[src/tpid_pkg.sv]
// Package of offsets, field positions and fixed values of the trace port identification registers
package tpid_pkg;
  // ----------------------------------------
  // Register offsets (byte addresses)
  // ----------------------------------------
  localparam logic [11:0] TPID_OFS_DEVICE_CAPABILITIES = 12'hfc8;
  localparam logic [11:0] TPID_OFS_DEVICE_TYPE_CODE = 12'hfcc;
  localparam logic [11:0] TPID_OFS_PERIPHERAL_IDENT_WORD4 = 12'hfd0;
  localparam logic [11:0] TPID_OFS_PERIPHERAL_IDENT_WORD5 = 12'hfd4;
  localparam logic [11:0] TPID_OFS_PERIPHERAL_IDENT_WORD6 = 12'hfd8;
  localparam logic [11:0] TPID_OFS_PERIPHERAL_IDENT_WORD7 = 12'hfdc;
  localparam logic [11:0] TPID_OFS_PERIPHERAL_IDENT_WORD0 = 12'hfe0;
  localparam int TPID_ADDR_W = 12;
  // ----------------------------------------
  // Capability word field positions
  // ----------------------------------------
  localparam int TPID_POS_PARALLEL_PRESCALER_FLAG = 17;
  localparam int TPID_POS_SERIAL_NRZ_SUPPORTED = 11;
  localparam int TPID_POS_SERIAL_MANCHESTER_SUPPORTED = 10;
  localparam int TPID_POS_PARALLEL_PORT_UNSUPPORTED = 9;
  localparam int TPID_POS_OUTPUT_FIFO_DEPTH_CODE = 6;
  localparam int TPID_POS_CLOCK_RELATION_FLAG = 5;
  localparam int TPID_POS_INPUT_MUX_COUNT = 0;
  // ----------------------------------------
  // Capability word field values
  // ----------------------------------------
  localparam logic TPID_VAL_PARALLEL_PRESCALER_FLAG = 1'b1;
  localparam logic TPID_VAL_SERIAL_NRZ_SUPPORTED = 1'b1;
  localparam logic TPID_VAL_SERIAL_MANCHESTER_SUPPORTED = 1'b1;
  localparam logic TPID_VAL_PARALLEL_PORT_UNSUPPORTED = 1'b0;
  localparam logic [2:0] TPID_VAL_OUTPUT_FIFO_DEPTH_CODE = 3'h0;
  localparam logic TPID_VAL_CLOCK_RELATION_FLAG = 1'b1;
  localparam logic [4:0] TPID_VAL_INPUT_MUX_COUNT = 5'h00;
  // ----------------------------------------
  // Other fixed words
  // ----------------------------------------
  localparam logic [31:0] TPID_VAL_DEVICE_TYPE_CODE = 32'h0000_0011;
  localparam logic [3:0] TPID_VAL_ID4_SIZE = 4'h0;
  localparam int TPID_POS_ID4_SIZE = 4;
  localparam logic [31:0] TPID_VAL_ZERO = 32'h0000_0000;
  // ----------------------------------------
  // AHB-Lite encodings
  // ----------------------------------------
  localparam logic [1:0] TPID_HTRANS_NONSEQ = 2'h2;
  localparam logic [1:0] TPID_HTRANS_SEQ = 2'h3;
endpackage

[src/tpid_rd_if.sv]
// Read request and answer between the bus slave and the register file
`timescale 1ns/1ns
interface tpid_rd_if;
  logic [11:0] addr;
  logic [31:0] data;
  logic hit;
  modport bus (output addr, input data, input hit);
  modport regs (input addr, output data, output hit);
endinterface

[src/tpid_top.sv]
// AHB-Lite slave returning the trace port identification words
`timescale 1ns/1ns
// What this block does
// - Capability bit 17 reads 1 (parallel port follows the prescaler), forced 0 if bit 9 were 1.
// - Capability bit 11 reads 1, serial NRZ output supported.
// - Capability bit 10 reads 1, serial Manchester output supported.
// - Capability bit 9 reads 0, parallel clock plus data port supported.
// - Capability bits 8 to 6 read 0b000, FIFO depth implementation defined.
// - Capability bit 5 reads 1, register and trace clocks may be asynchronous.
// - Capability bits 4 to 0 read 0, a single trace input.
// - Reserved bits of every word read as zero and writes to them have no effect.
// - The device-type word reads 0x00000011.
// - Bits 7 to 4 of identification word 4 read 0, size unknown.
// - Bits 3 to 0 of identification word 4 hold the manufacturer continuation code.
// - Identification words 5, 6 and 7 read all zeros.
// - Bits 7 to 0 of identification word 0 hold the low part number byte.
// - Capability, type and identification word 0 decode as 32-bit read-only words.
module tpid_top
  import tpid_pkg::*;
#(
  parameter logic [3:0] CONT_CODE = 4'h0,  // Arbitrary value
  parameter logic [7:0] PART_LOW = 8'h5a   // Arbitrary value
) (
  // Clock, reset, enable
  input wire logic hclk,
  input wire logic hresetn,
  input wire logic clk_en,
  // AHB-Lite slave
  input wire logic hsel,
  input wire logic [31:0] haddr,
  input wire logic [1:0] htrans,
  input wire logic hwrite,
  input wire logic [2:0] hsize,
  input wire logic [31:0] hwdata,
  input wire logic hready,
  output logic hreadyout,
  output logic hresp,
  output logic [31:0] hrdata
);
  // ----------------------------------------
  // State
  // ----------------------------------------
  typedef struct packed {
    logic [31:0] rdata;
    logic [11:0] addr;
    logic rd_pend;
  } tpid_state_t;

  tpid_state_t s_q;
  tpid_state_t s_d;
  tpid_rd_if rd();
  logic valid_req;

  tpid_regfile #(.CONT_CODE(CONT_CODE), .PART_LOW(PART_LOW)) u_regs (.rd(rd));

  // Data is fetched a cycle late so hrdata comes from a flop; costs one wait state on reads
  assign valid_req = hsel & hready & htrans[1];
  assign rd.addr = s_q.addr;

  always_comb begin
    s_d = s_q;
    s_d.rd_pend = 1'b0;
    if (valid_req && !hwrite) begin
      s_d.addr = {haddr[11:2], 2'b00};
      s_d.rd_pend = 1'b1;
    end
    if (s_q.rd_pend) begin
      // Unmapped words read as zero
      s_d.rdata = rd.hit ? rd.data : TPID_VAL_ZERO;
    end else if (valid_req) begin
      s_d.rdata = TPID_VAL_ZERO;
    end
    // Writes complete with no wait, store nothing and clear hrdata to zero
    if (valid_req && hwrite) begin
      s_d.addr = s_q.addr;
    end
  end

  always_ff @(posedge hclk or negedge hresetn) begin
    if (!hresetn) begin
      s_q <= '0;
    end else if (clk_en) begin
      s_q <= s_d;
    end
  end

  // Held low while frozen so the master waits instead of losing its transfer;
  // another slave's ready seen during a freeze can still drop one, a known limit
  assign hreadyout = ~s_q.rd_pend & clk_en;
  assign hresp = 1'b0;
  assign hrdata = s_q.rdata;

  // ----------------------------------------
  // Checks
  // ----------------------------------------
  // A pending read that moves at this edge shows its word on hrdata one edge later
  logic rd_fire;
  logic rd_cap;
  logic rd_type;
  logic rd_id4;
  logic rd_id5;
  logic rd_id6;
  logic rd_id7;
  logic rd_id0;
  logic rd_unmapped;
  assign rd_fire = clk_en & s_q.rd_pend;
  assign rd_cap = rd_fire & (s_q.addr == TPID_OFS_DEVICE_CAPABILITIES);
  assign rd_type = rd_fire & (s_q.addr == TPID_OFS_DEVICE_TYPE_CODE);
  assign rd_id4 = rd_fire & (s_q.addr == TPID_OFS_PERIPHERAL_IDENT_WORD4);
  assign rd_id5 = rd_fire & (s_q.addr == TPID_OFS_PERIPHERAL_IDENT_WORD5);
  assign rd_id6 = rd_fire & (s_q.addr == TPID_OFS_PERIPHERAL_IDENT_WORD6);
  assign rd_id7 = rd_fire & (s_q.addr == TPID_OFS_PERIPHERAL_IDENT_WORD7);
  assign rd_id0 = rd_fire & (s_q.addr == TPID_OFS_PERIPHERAL_IDENT_WORD0);
  assign rd_unmapped = rd_fire & ~(rd_cap | rd_type | rd_id4 | rd_id5 | rd_id6 | rd_id7 | rd_id0);

  property p_cap_value;
    @(posedge hclk) disable iff (!hresetn)
    (clk_en && s_q.rd_pend && s_q.addr == TPID_OFS_DEVICE_CAPABILITIES) |=> (hrdata == 32'h0002_0c20);
  endproperty
  a_cap_value: assert property (p_cap_value) else $error("capability word wrong");
  property p_type_value;
    @(posedge hclk) disable iff (!hresetn)
    (clk_en && s_q.rd_pend && s_q.addr == TPID_OFS_DEVICE_TYPE_CODE) |=> (hrdata == 32'h0000_0011);
  endproperty
  a_type_value: assert property (p_type_value) else $error("type word wrong");
  property p_id4_value;
    @(posedge hclk) disable iff (!hresetn)
    (clk_en && s_q.rd_pend && s_q.addr == TPID_OFS_PERIPHERAL_IDENT_WORD4)
      |=> (hrdata == {24'h0, 4'h0, CONT_CODE});
  endproperty
  a_id4_value: assert property (p_id4_value) else $error("ident word 4 wrong");
  property p_id567_zero;
    @(posedge hclk) disable iff (!hresetn)
    (clk_en && s_q.rd_pend && s_q.addr inside {12'hfd4, 12'hfd8, 12'hfdc}) |=> (hrdata == 32'h0);
  endproperty
  a_id567_zero: assert property (p_id567_zero) else $error("ident word 5-7 nonzero");
  property p_id0_value;
    @(posedge hclk) disable iff (!hresetn)
    (clk_en && s_q.rd_pend && s_q.addr == TPID_OFS_PERIPHERAL_IDENT_WORD0)
      |=> (hrdata == {24'h0, PART_LOW});
  endproperty
  a_id0_value: assert property (p_id0_value) else $error("ident word 0 wrong");
  property p_read_wait;
    @(posedge hclk) disable iff (!hresetn)
    (clk_en && valid_req && !hwrite) |=> !hreadyout;
  endproperty
  a_read_wait: assert property (p_read_wait) else $error("read wait not one cycle");
  property p_write_nowait;
    @(posedge hclk) disable iff (!hresetn)
    (clk_en && valid_req && hwrite) |=> ((hreadyout == clk_en) && $stable(s_q.addr));
  endproperty
  a_write_nowait: assert property (p_write_nowait) else $error("write stalled or stored");
  property p_resp_okay;
    @(posedge hclk) disable iff (!hresetn)
    hresp == 1'b0;
  endproperty
  a_resp_okay: assert property (p_resp_okay) else $error("error response");
  property p_reserved_zero;
    @(posedge hclk) disable iff (!hresetn)
    (hrdata[31:18] == 14'h0) && (hrdata[16:12] == 5'h0);
  endproperty
  a_reserved_zero: assert property (p_reserved_zero) else $error("reserved bits set");

  // ----------------------------------------
  // Capability fields
  // ----------------------------------------
  property p_cap_presc;
    @(posedge hclk) disable iff (!hresetn)
    rd_cap |=> hrdata[17] == 1'b1;
  endproperty
  a_cap_presc: assert property (p_cap_presc) else $error("bit 17 wrong");

  property p_cap_nrz;
    @(posedge hclk) disable iff (!hresetn)
    rd_cap |=> hrdata[11] == 1'b1;
  endproperty
  a_cap_nrz: assert property (p_cap_nrz) else $error("bit 11 wrong");

  property p_cap_manch;
    @(posedge hclk) disable iff (!hresetn)
    rd_cap |=> hrdata[10] == 1'b1;
  endproperty
  a_cap_manch: assert property (p_cap_manch) else $error("bit 10 wrong");

  property p_cap_par;
    @(posedge hclk) disable iff (!hresetn)
    rd_cap |=> hrdata[9] == 1'b0;
  endproperty
  a_cap_par: assert property (p_cap_par) else $error("bit 9 wrong");

  property p_cap_fifo;
    @(posedge hclk) disable iff (!hresetn)
    rd_cap |=> hrdata[8:6] == 3'h0;
  endproperty
  a_cap_fifo: assert property (p_cap_fifo) else $error("fifo depth wrong");

  property p_cap_clk;
    @(posedge hclk) disable iff (!hresetn)
    rd_cap |=> hrdata[5] == 1'b1;
  endproperty
  a_cap_clk: assert property (p_cap_clk) else $error("bit 5 wrong");

  property p_cap_mux;
    @(posedge hclk) disable iff (!hresetn)
    rd_cap |=> hrdata[4:0] == 5'h00;
  endproperty
  a_cap_mux: assert property (p_cap_mux) else $error("mux count wrong");

  property p_cap_resv;
    @(posedge hclk) disable iff (!hresetn)
    rd_cap |=> hrdata[31:18] == 14'h0 && hrdata[16:12] == 5'h0;
  endproperty
  a_cap_resv: assert property (p_cap_resv) else $error("cap reserved set");

  // ----------------------------------------
  // Type and identification words
  // ----------------------------------------
  property p_type_major;
    @(posedge hclk) disable iff (!hresetn)
    rd_type |=> hrdata[3:0] == 4'h1;
  endproperty
  a_type_major: assert property (p_type_major) else $error("major type wrong");

  property p_type_sub;
    @(posedge hclk) disable iff (!hresetn)
    rd_type |=> hrdata[7:4] == 4'h1;
  endproperty
  a_type_sub: assert property (p_type_sub) else $error("sub type wrong");

  property p_type_resv;
    @(posedge hclk) disable iff (!hresetn)
    rd_type |=> hrdata[31:8] == 24'h0;
  endproperty
  a_type_resv: assert property (p_type_resv) else $error("type reserved set");

  property p_id4_size;
    @(posedge hclk) disable iff (!hresetn)
    rd_id4 |=> hrdata[7:4] == 4'h0;
  endproperty
  a_id4_size: assert property (p_id4_size) else $error("id4 size wrong");

  property p_id4_cont;
    @(posedge hclk) disable iff (!hresetn)
    rd_id4 |=> hrdata[3:0] == CONT_CODE;
  endproperty
  a_id4_cont: assert property (p_id4_cont) else $error("id4 code wrong");

  property p_id4_resv;
    @(posedge hclk) disable iff (!hresetn)
    rd_id4 |=> hrdata[31:8] == 24'h0;
  endproperty
  a_id4_resv: assert property (p_id4_resv) else $error("id4 reserved set");

  property p_id5_zero;
    @(posedge hclk) disable iff (!hresetn)
    rd_id5 |=> hrdata == 32'h0;
  endproperty
  a_id5_zero: assert property (p_id5_zero) else $error("id5 nonzero");

  property p_id6_zero;
    @(posedge hclk) disable iff (!hresetn)
    rd_id6 |=> hrdata == 32'h0;
  endproperty
  a_id6_zero: assert property (p_id6_zero) else $error("id6 nonzero");

  property p_id7_zero;
    @(posedge hclk) disable iff (!hresetn)
    rd_id7 |=> hrdata == 32'h0;
  endproperty
  a_id7_zero: assert property (p_id7_zero) else $error("id7 nonzero");

  property p_id0_part;
    @(posedge hclk) disable iff (!hresetn)
    rd_id0 |=> hrdata[7:0] == PART_LOW;
  endproperty
  a_id0_part: assert property (p_id0_part) else $error("id0 part wrong");

  property p_id0_resv;
    @(posedge hclk) disable iff (!hresetn)
    rd_id0 |=> hrdata[31:8] == 24'h0;
  endproperty
  a_id0_resv: assert property (p_id0_resv) else $error("id0 reserved set");

  property p_unmap_zero;
    @(posedge hclk) disable iff (!hresetn)
    rd_unmapped |=> hrdata == 32'h0;
  endproperty
  a_unmap_zero: assert property (p_unmap_zero) else $error("unmapped nonzero");

  // ----------------------------------------
  // Handshake and clock enable
  // ----------------------------------------
  // A transfer lost during a freeze would hang the master, so these guard the stall
  property p_read_done;
    @(posedge hclk) disable iff (!hresetn)
    rd_fire |=> hreadyout == clk_en;
  endproperty
  a_read_done: assert property (p_read_done) else $error("read not done");

  property p_addr_align;
    @(posedge hclk) disable iff (!hresetn)
    s_q.addr[1:0] == 2'b00;
  endproperty
  a_addr_align: assert property (p_addr_align) else $error("address unaligned");

  property p_no_take;
    @(posedge hclk) disable iff (!hresetn)
    s_q.rd_pend |-> !valid_req;
  endproperty
  a_no_take: assert property (p_no_take) else $error("taken while busy");

  property p_stall_rdy;
    @(posedge hclk) disable iff (!hresetn)
    !clk_en |-> !hreadyout;
  endproperty
  a_stall_rdy: assert property (p_stall_rdy) else $error("ready while frozen");

  property p_freeze;
    @(posedge hclk) disable iff (!hresetn)
    !clk_en |=> $stable(s_q);
  endproperty
  a_freeze: assert property (p_freeze) else $error("state moved frozen");

  property p_write_clr;
    @(posedge hclk) disable iff (!hresetn)
    (clk_en && valid_req && hwrite) |=> hrdata == 32'h0;
  endproperty
  a_write_clr: assert property (p_write_clr) else $error("write left data");

  property p_write_keep;
    @(posedge hclk) disable iff (!hresetn)
    (clk_en && valid_req && hwrite) |=> !s_q.rd_pend;
  endproperty
  a_write_keep: assert property (p_write_keep) else $error("write opened read");

  property p_idle_hold;
    @(posedge hclk) disable iff (!hresetn)
    (!valid_req && !s_q.rd_pend) |=> $stable(hrdata);
  endproperty
  a_idle_hold: assert property (p_idle_hold) else $error("idle data moved");

  c_read: cover property (@(posedge hclk) valid_req && !hwrite ##2 hreadyout);
  c_write: cover property (@(posedge hclk) valid_req && hwrite);
  c_b2b: cover property (@(posedge hclk) valid_req && !hwrite ##3 valid_req && !hwrite);
  c_stall: cover property (@(posedge hclk) !clk_en && s_q.rd_pend);
  c_unmapped: cover property (@(posedge hclk) rd_unmapped);
endmodule

[src/tpid_regfile.sv]
// Fixed identification values decoded by address
`timescale 1ns/1ns
module tpid_regfile
  import tpid_pkg::*;
#(
  parameter logic [3:0] CONT_CODE = 4'h0,  // Arbitrary value
  parameter logic [7:0] PART_LOW = 8'h00   // Arbitrary value
) (
  tpid_rd_if.regs rd
);
  // ----------------------------------------
  // Word values
  // ----------------------------------------
  function automatic logic [31:0] cap_word();
    logic [31:0] w;
    w = TPID_VAL_ZERO;
    w[TPID_POS_PARALLEL_PRESCALER_FLAG] = TPID_VAL_PARALLEL_PRESCALER_FLAG
                                          & ~TPID_VAL_PARALLEL_PORT_UNSUPPORTED;
    w[TPID_POS_SERIAL_NRZ_SUPPORTED] = TPID_VAL_SERIAL_NRZ_SUPPORTED;
    w[TPID_POS_SERIAL_MANCHESTER_SUPPORTED] = TPID_VAL_SERIAL_MANCHESTER_SUPPORTED;
    w[TPID_POS_PARALLEL_PORT_UNSUPPORTED] = TPID_VAL_PARALLEL_PORT_UNSUPPORTED;
    w[TPID_POS_OUTPUT_FIFO_DEPTH_CODE +: 3] = TPID_VAL_OUTPUT_FIFO_DEPTH_CODE;
    w[TPID_POS_CLOCK_RELATION_FLAG] = TPID_VAL_CLOCK_RELATION_FLAG;
    w[TPID_POS_INPUT_MUX_COUNT +: 5] = TPID_VAL_INPUT_MUX_COUNT;
    return w;
  endfunction

  // ----------------------------------------
  // Decode
  // ----------------------------------------
  always_comb begin
    rd.hit = 1'b1;
    rd.data = TPID_VAL_ZERO;
    if (rd.addr == TPID_OFS_DEVICE_CAPABILITIES) begin
      rd.data = cap_word();
    end else if (rd.addr == TPID_OFS_DEVICE_TYPE_CODE) begin
      rd.data = TPID_VAL_DEVICE_TYPE_CODE;
    end else if (rd.addr == TPID_OFS_PERIPHERAL_IDENT_WORD4) begin
      rd.data = {24'h000000, TPID_VAL_ID4_SIZE, CONT_CODE};
    end else if (rd.addr == TPID_OFS_PERIPHERAL_IDENT_WORD5 ||
                 rd.addr == TPID_OFS_PERIPHERAL_IDENT_WORD6 ||
                 rd.addr == TPID_OFS_PERIPHERAL_IDENT_WORD7) begin
      rd.data = TPID_VAL_ZERO;
    end else if (rd.addr == TPID_OFS_PERIPHERAL_IDENT_WORD0) begin
      rd.data = {24'h000000, PART_LOW};
    end else begin
      rd.hit = 1'b0;
    end
  end
endmodule

[config.mk]
export PLATFORM = sky130hd
export DESIGN_NAME = tpid_top
export DESIGN_NICKNAME = d
export VERILOG_FILES = /design/src/tpid_pkg.sv /design/src/tpid_rd_if.sv /design/src/tpid_top.sv /design/src/tpid_regfile.sv
export SDC_FILE = /design/constraint.sdc
export NUM_CORES = 1
export LEC_CHECK = 0
export BUFFER_PORTS_ARGS = -buffer_cell sky130_fd_sc_hd__buf_2
export CAP_MARGIN = 40
export CORE_ASPECT_RATIO = 1.2
export CORE_UTILIZATION = 35
export CTS_CLUSTER_DIAMETER = 150
export DETAILED_ROUTE_END_ITERATION = 7
export MAX_ROUTING_LAYER = met4
export PLACE_DENSITY_LB_ADDON = 0.08
export SYNTH_ARGS = -nofsm -noshare
export SYNTH_HDL_FRONTEND = slang
export SYNTH_SLANG_ARGS = --single-unit
[constraint.sdc]
create_clock -name hclk -period 1.65 [get_ports hclk]
set_input_delay 0.4125 -clock hclk [delete_from_list [all_inputs] [get_ports hclk]]
set_output_delay 0.4125 -clock hclk [all_outputs]
set_load 0.02 [all_outputs]
==> results, run 1 <==
- The flow ran to the end, and the final reports show no timing, DRC or antenna violations.
- The total routing usage reported by global routing is 0.100.
- The switching share of power is 0.302.
- The count of nets left with antenna violations once routing finished came out at 0.
- The count of flip-flops with a built-in enable after synthesis is 0.
- The cell type with the highest aggregate area in the netlist is sky130_fd_sc_hd__dfrtp_1.
- The part of the power in the clock network is 0.238.
- The startpoint of the most critical register-to-register path is s_q[0].
- For this run, the number of Yosys warnings is 0.
- The shortest period the worst path allows is around 1.4 ns.
- The largest net degree at the start of global routing is 16.
- Of all flip-flops after synthesis, the portion carrying an async set or reset was 1.00.
- In the finished design, the share of the clock period the worst path needs comes to 0.835.
- The post-route standard cell area excluding fillers is 976 sq um.
- The number of clock sinks is 15.
- The maximum vdd ir drop is between 0.5 and 0.6 mV.
- Routability-driven placement finished with a final weighted congestion of 0.733.
- The horizontal die dimension is slightly below 50 um.
- For this run, design rule violations remaining after detail routing come to 0.
- The cell sitting at the root of the clock tree is a sky130_fd_sc_hd__clkbuf_4.
- The startpoint type of the worst setup path is a flip-flop.
- In this run the deepest clock path goes through 2 buffers.
- The count of final hold-check violations is 0.
- The final number of max-transition violations is 0.
- The clock-pin slew of the registers on the worst-case setup and hold paths is 0.09 ns.
- The starting utilization of the core area is 0.367.
- Clock tree synthesis inserted a total of 3 buffers.
- Setup repair after global routing left no endpoint under its margin.
- The share of total power dissipated in sequential elements is 0.532.
- The worst hold-check path type is input pin to asynchronous set/reset pin.
- The total internal power is 0.000618 W.
- The number of global-route vias before repair came to around 460.
- The routed layout has 525 vias.
- Timing would allow up to 0.726 GHz.
- After the first detailed-routing iteration, the DRC count stood at 8.
- After the last flow step, the layout net total stands at between 150 and 200.
- The register area share after synthesis is 0.405.
- The sum of overflow across all layers after global routing is 0.
- The design draws 0.000885 W.
- Counting distinct cell types in the post-synthesis netlist gives 18.
- The worst flop-to-flop path endpoint is hrdata[6].
- The synthesized instance count is 78.
- The signal arrival time at the worst endpoint is 0.96 ns.
- OpenSTA, run right after detailed placement, puts the worst setup slack at 0.147 ns.
- The peak fanout along the critical path is 4.
- Of the post-synthesis cell area, the dominant cell type holds 0.405.
- The area of the core region is 2530 sq um.
- In this run the tool buffered the top-level ports with 26 buffer cells.
- The fraction of final layout cells with drive strength greater than 1 is 0.460.
- In the final routed layout, each cell accounts on average for between 9 and 10 um.
- The cts-stage hold buffer count is 0.
- The post-detailed-routing wire length is 1250 um.
- Synthesis inferred 15 register bits.
- sky130_fd_sc_hd__buf_4 is the most common cell in the netlist.
- Post-CTS timing repair inserted 0 buffers for setup.
- The die footprint is 2860 sq um.
- The later pin in the worst-skew pair is clocked with a latency of 0.28 ns.
- In this run the register-to-register setup slack is roughly 0.5 ns.
- In this run the mean area of a mapped cell was around 12 sq um.
- Post-CTS repair changed the size of 0 cells.
- The CTS tree is yes.
- In the synthesized netlist the dominant register cell turns out to be sky130_fd_sc_hd__dfrtp_1.
- The combinational group share of total power is 0.230.
- On the final layout, the worst clock skew is 0.00334 ns.
- For this design the total switching power over the nets is 0.000267 W.
- Setup violations remaining at the end of the flow were counted as 0.
- The post-synthesis instance area is 927 sq um.
- The initial antenna violation count is 0.
- The length in cells of the worst reg-to-reg path is 3.
- The area overhead of the layout relative to synthesis is 5.26%.
- The endpoint class of the critical path is an output pin.
- The leakage component of the power is 0.543 nW.
- Measured along the y axis, the die boundary spans ~58 um.
- After synthesis, the cell types taking the most area are sky130_fd_sc_hd__dfrtp_1 (40%), sky130_fd_sc_hd__buf_4 (27%), sky130_fd_sc_hd__mux2_4 (15%), sky130_fd_sc_hd__a32o_1 (3.2%), sky130_fd_sc_hd__nor4_4 (2.3%).
- The class of the most critical setup path is flip-flop to output pin.
- The H-tree level count is 1.
- For this design the ratio of total power to cell area is 907 nW/um^2.
- The first global-routing pass estimated 2010 um of wire.
- The repair_antennas step left the layout with diodes totalling 0.
- The top-level I/O count is 109.
- The required time reported for the critical path endpoint is 1.24 ns.
- The number of detailed-routing iterations run before antenna repair is 2.
- The standard cell area after detailed placement is 948 sq um.
- Adding up every negative setup slack in the final design gives 0 ns.
- The commonest cells after synthesis are sky130_fd_sc_hd__buf_4 (33), sky130_fd_sc_hd__dfrtp_1 (15), sky130_fd_sc_hd__mux2_4 (9).
- The setup slack after layout is 0.273 ns.
- After floorplanning, the core was divided into 20 placement rows.
- Using the TritonRoute via totals, the vias-per-cell ratio works out to between 3 and 4.
- Max-cap violations in this run came to 0.
- Detailed placement finished with a half-perimeter wire length of 1030 um.
per-stage QoR:
step           instances  hold slack, ns   util
2_1_floorplan        101           0.117      -
3_3_place_gp         129           0.341  0.375
3_5_place_dp         129           0.339  0.375
4_1_cts              133          0.0238  0.386
5_1_grt              133          0.0239  0.386
6_report             133          0.0172  0.386
cell families (layout without fill, tap and decap cells):
kind of cell	count (synthesis)	in the layout	share of synthesized area
and+or+nand+nor	9	9	0.0796
AOI/OAI and AO/OA	7	7	0.0661
DFF	15	15	0.405
other	1	24	0.00404
muxes	10	10	0.158
buffers and inverters	36	35	0.287
routing by layer:
layer  global-route usage  up-vias  routed length, um  part of all wire
li1                     -      249                  -                 -
met1                0.118      248                552              0.44
met2                0.155       28                623              0.50
met3               0.0233        0                 76             0.061
met4               0.0630        0                  0                 0
met5                    -        -                  0                 0
cell type report:
cell class | instances | area, sq um
well taps | 33 | 41.3
inverters | 2 | 7.51
fillers | 270 | 1550
clock inverters | 1 | 5.00
repair buffers | 29 | 153
multi-input cells | 50 | 372
clock buffers | 3 | 22.5
flip-flops and latches | 15 | 375
cell usage in the layout, fill, tap and decap left out, types with 2 or more instances in the layout:
cell type	instances
sky130_fd_sc_hd__buf_2	26
sky130_fd_sc_hd__conb_1	24
sky130_fd_sc_hd__dfrtp_1	15
sky130_fd_sc_hd__mux2_4	9
sky130_fd_sc_hd__a32o_1	3
sky130_fd_sc_hd__clkbuf_4	3
sky130_fd_sc_hd__buf_4	3
sky130_fd_sc_hd__inv_1	2
sky130_fd_sc_hd__nor2_1	2
sky130_fd_sc_hd__nand2_1	2
sky130_fd_sc_hd__a22o_1	2
state kept, by name, summed over array words and instances, names as in the netlist:
name,count
hrdata,4
s_q,1
rd.addr,10
critical path, cell delays in order, from the launching register on:
cell and delay [ns]:
sky130_fd_sc_hd__dfrtp_1 0.42, sky130_fd_sc_hd__nor2_1 0.10, sky130_fd_sc_hd__buf_2 0.16
power groups by stage:
| stage | Sequential, W | Combinational (W) | Clock, W |
|---|---|---|---|
| after floorplan | 0.000464 | 0.000209 | 0 |
| after global placement | 0.000479 | 0.000202 | 0 |
| after detailed placement | 0.000480 | 0.000205 | 0 |
| after CTS | 0.000472 | 0.000207 | 0.000218 |
| after global routing | 0.000480 | 0.000222 | 0.000241 |
| final | 0.000471 | 0.000204 | 0.000210 |
worst max-delay path by stage:
| stage | start | to | slack (ns) | cells past startpoint |
|---|---|---|---|---|
| 6_report | s_q[0] | hreadyout | 0.27 | 2 |
| 3_3_place_gp | htrans[1] | rd.addr[10] | 0.16 | 5 |
| 3_5_place_dp | htrans[1] | rd.addr[3] | 0.15 | 5 |
| 2_1_floorplan | htrans[1] | rd.addr[10] | 0.28 | 4 |
| 5_1_grt | s_q[0] | hreadyout | 0.18 | 2 |
| 4_1_cts | s_q[0] | hreadyout | 0.26 | 2 |
Power figures use the tool's default switching activity.
==> run 2: changes to the inputs <==
--- a/config.mk
+++ b/config.mk
@@ -8,7 +8,7 @@
 export BUFFER_PORTS_ARGS = -buffer_cell sky130_fd_sc_hd__buf_2
 export CAP_MARGIN = 40
 export CORE_ASPECT_RATIO = 1.2
-export CORE_UTILIZATION = 35
+export CORE_UTILIZATION = 33
 export CTS_CLUSTER_DIAMETER = 150
 export DETAILED_ROUTE_END_ITERATION = 7
 export MAX_ROUTING_LAYER = met4
==> constraint.sdc (replaced) <==
create_clock -name hclk -period 1.4 [get_ports hclk]
set_input_delay 0.35 -clock hclk [delete_from_list [all_inputs] [get_ports hclk]]
set_output_delay 0.35 -clock hclk [all_outputs]
set_load 0.02 [all_outputs]
==> results, run 2 (synthesized netlist as in run 1, its figures left out) <==
- The flow ran to the end, and the final reports show no timing, DRC or antenna violations.
- The clock latency on the worst-skew pair is 0.28 ns (about the same).
- The number of max-capacitance violations reported was 0 (unchanged).
- The number of rows created at floorplan is 20 (unchanged).
- In the layout the commonest cells are sky130_fd_sc_hd__buf_2 (26), sky130_fd_sc_hd__conb_1 (24), sky130_fd_sc_hd__dfrtp_1 (15).
- The count of final hold-check violations came to 0 (unchanged).
- The most common cell after layout, fill and taps aside is sky130_fd_sc_hd__buf_2.
- The starting DRC count in detailed routing is 9 (+1).
- TritonCTS built the clock tree.
- Setup repair after global routing left no endpoint under its margin.
- The ratio of total power to cell area was 1030 nW/um^2 (+13%).
- The buffer levels on the longest clock path is 2 (unchanged).
- The worst hold slack is 0.296 ns (+0.279 ns).
- The number of flip-flops in the largest register is 10 (unchanged).
- Dividing the final minimum period by the clock period gives 0.920.
- The largest net degree at the start of global routing came to 16 (unchanged).
- The maximum vdd ir drop is 0.490 mV (-16%).
- The number of global-route vias before repair is 522 (+14%).
- The post-detailed-routing wire length is 1370 um (+9.5%).
- The length in cells of the worst reg-to-reg path is 4 (+1).
- The horizontal die dimension came to 50.4 um (+2.9%).
- The H-tree level count was 1 (unchanged).
- The kind of cell with the highest combined delay along the critical path is flip-flops.
- The worst hold-check path type is input pin to flip-flop.
- The buffering stage count on the worst path with inverters included is 1 (unchanged).
- STA classifies the critical path startpoint as a flip-flop.
- The leakage component of the power was 0.564 nW (+3.8%).
- The detail-routed via count per cell was 4.01 (+1.5%).
- The clock-pin slew of the registers on the worst-case setup and hold paths is 0.09 ns (about the same).
- The final antenna diode count is 0 (unchanged).
- Traced cell by cell, the critical path runs through nor2_1 > buf_2.
- The number of cells traversed by the worst hold path is 2.
- The final routed wire length divided by cell count was 10.0 um (+6.3%).
- The critical path's largest stage delay is 0.40 ns (-0.02 ns).
- The die outline height was 60.1 um (+2.9%).
- The number of nets in the final layout was 180 (+2.3%).
- The largest clock skew in the final design was 0.00321 ns (-0.000136 ns).
- The global-route wire length before repair came to 2280 um (+13%).
- The number of buffer cells added on primary ports is 26 (unchanged).
- The final number of setup-violating endpoints is 0 (unchanged).
- Relative to the synthesized area, the layout overhead comes to 9.99%.
- The die footprint is 3030 sq um (+5.8%).
- The number of detailed-routing iterations run before antenna repair came to 2 (unchanged).
- The final number of max-transition violations came to 0 (unchanged).
- For this run, the top clock speed supported by timing is 0.776 GHz.
- The half-perimeter wire length of the detailed placement result is 1080 um (+5.6%).
- The final routed DRC violation total is 0 (unchanged).
- The number of clock sinks is 15 (unchanged).
- The number of standard cells in the layout, taps in and fillers out was 137 (+3.0%).
- The endpoint class of the critical path is an output pin.
- The sum of overflow across all layers after global routing is 0 (unchanged).
- The number of clock buffers inserted by TritonCTS was 3 (unchanged).
- The root buffer cell chosen for the clock tree is sky130_fd_sc_hd__clkbuf_4.
- The total routing usage reported by global routing is 0.111 (+0.0104).
- The fraction of final layout cells with drive strength greater than 1 is 0.462 (+0.00154).
- The total number of cells along the worst setup path was 2 (unchanged).
- The slowest cell on the critical path is sky130_fd_sc_hd__dfrtp_1.
- The signal arrival time at the worst endpoint is 0.94 ns (-0.02 ns).
- The number of fill cells in the layout is 269 (-0.37%).
- The number of vias after detailed routing is 549 (+4.6%).
- The peak fanout along the critical path is 3 (-1).
- The area of the core region was 2600 sq um (+3.0%).
- The initial antenna violation count is 0 (unchanged).
- The number of placed instances with taps included is 130 (+0.78%).
- The top-level I/O count is 109 (unchanged).
- The post-cts sizing count is 0 (unchanged).
- The required time reported for the critical path endpoint is 1.05 ns (-0.19 ns).
- The class of the most critical setup path is flip-flop to output pin.
- The weighted congestion at the end of routability-driven global placement is 0.678 (-7.6%).
- The starting utilization of the core area is 0.356 (-0.0106).
- The final antenna-violating net count came to 0 (unchanged).
- Counting I/O delays and the setup requirement, the final critical path takes 1.29 ns.
## run 2: cell types whose count changed in the layout (fill, tap and decap cells not counted), sizes merged
cell         delta
buf             +3
clkinv          -1
clkbuf          +1
dlygate4sd3     +1
## run 2: routing by layer
metal | routed length (um) | up-vias | track usage
li1 | - | 258 | -
met1 | 585 | 260 | 0.121
met2 | 697 | 31 | 0.183
met3 | 89 | 0 | 0.0305
met4 | 0 | 0 | 0.0595
met5 | 0 | - | -
## run 2: worst paths after layout
path,startpoint,endpoint,slack [ns]
max,s_q[0],hreadyout,0.11
min,haddr[7],rd.addr[7],0.30
max reg2reg,s_q[0],hrdata[0],0.17
min reg2reg,hrdata[4],hrdata[4],0.50
max in group asynchronous,hresetn,s_q[0],0.66
min in group asynchronous,hresetn,hrdata[4],0.49
## run 2: repair_timing
action / 4_1_cts / 5_1_grt
setup endpoints to repair: 0 / 1
setup buffers: 0 / 2
hold buffers: 1 / 0
hold endpoints to repair: 15 / 0
## run 2: worst register-to-register path: cells and delay by family (launching register included)
kind | cells | cell delay (ns)
AOI/OAI and AO/OA | 1 | 0.22
buffers and inverters | 1 | 0.12
DFF | 1 | 0.37
and+or+nand+nor | 2 | 0.45
## run 2: final cells by class
cell class / count / area, sq um / share of cell area
clock buffers: 4 / 26.3 / 0.0258
inverters: 2 / 7.51 / 0.00736
multi-input cells: 50 / 372 / 0.364
flip-flops and latches: 15 / 375 / 0.368
well taps: 33 / 41.3 / 0.0405
repair buffers: 33 / 198 / 0.194
## run 2: stage by stage
step / TNS (ns) / utilization / area, sq um / power (W) / worst slack (ns)
3_5_place_dp: -0.447 / 0.372 / 968 / 0.000810 / -0.0640
3_3_place_gp: -0.343 / 0.372 / 968 / 0.000804 / -0.0520
6_report: 0 / 0.392 / 1020 / 0.00105 / 0.111
5_1_grt: 0 / 0.392 / 1020 / 0.00113 / 0.00244
2_1_floorplan: 0 / - / 1010 / 0.000794 / 0.0959
4_1_cts: 0 / 0.386 / 1000 / 0.00106 / 0.0633
## run 2: report_power, final
group	switching [W]	leakage, nW	internal (W)	total [W]
clock network	0.000133	0.0150	0.000110	0.000243
registers	0.0000543	0.192	0.000501	0.000556
logic	0.000120	0.356	0.000128	0.000248
total	0.000307	0.564	0.000740	0.00105
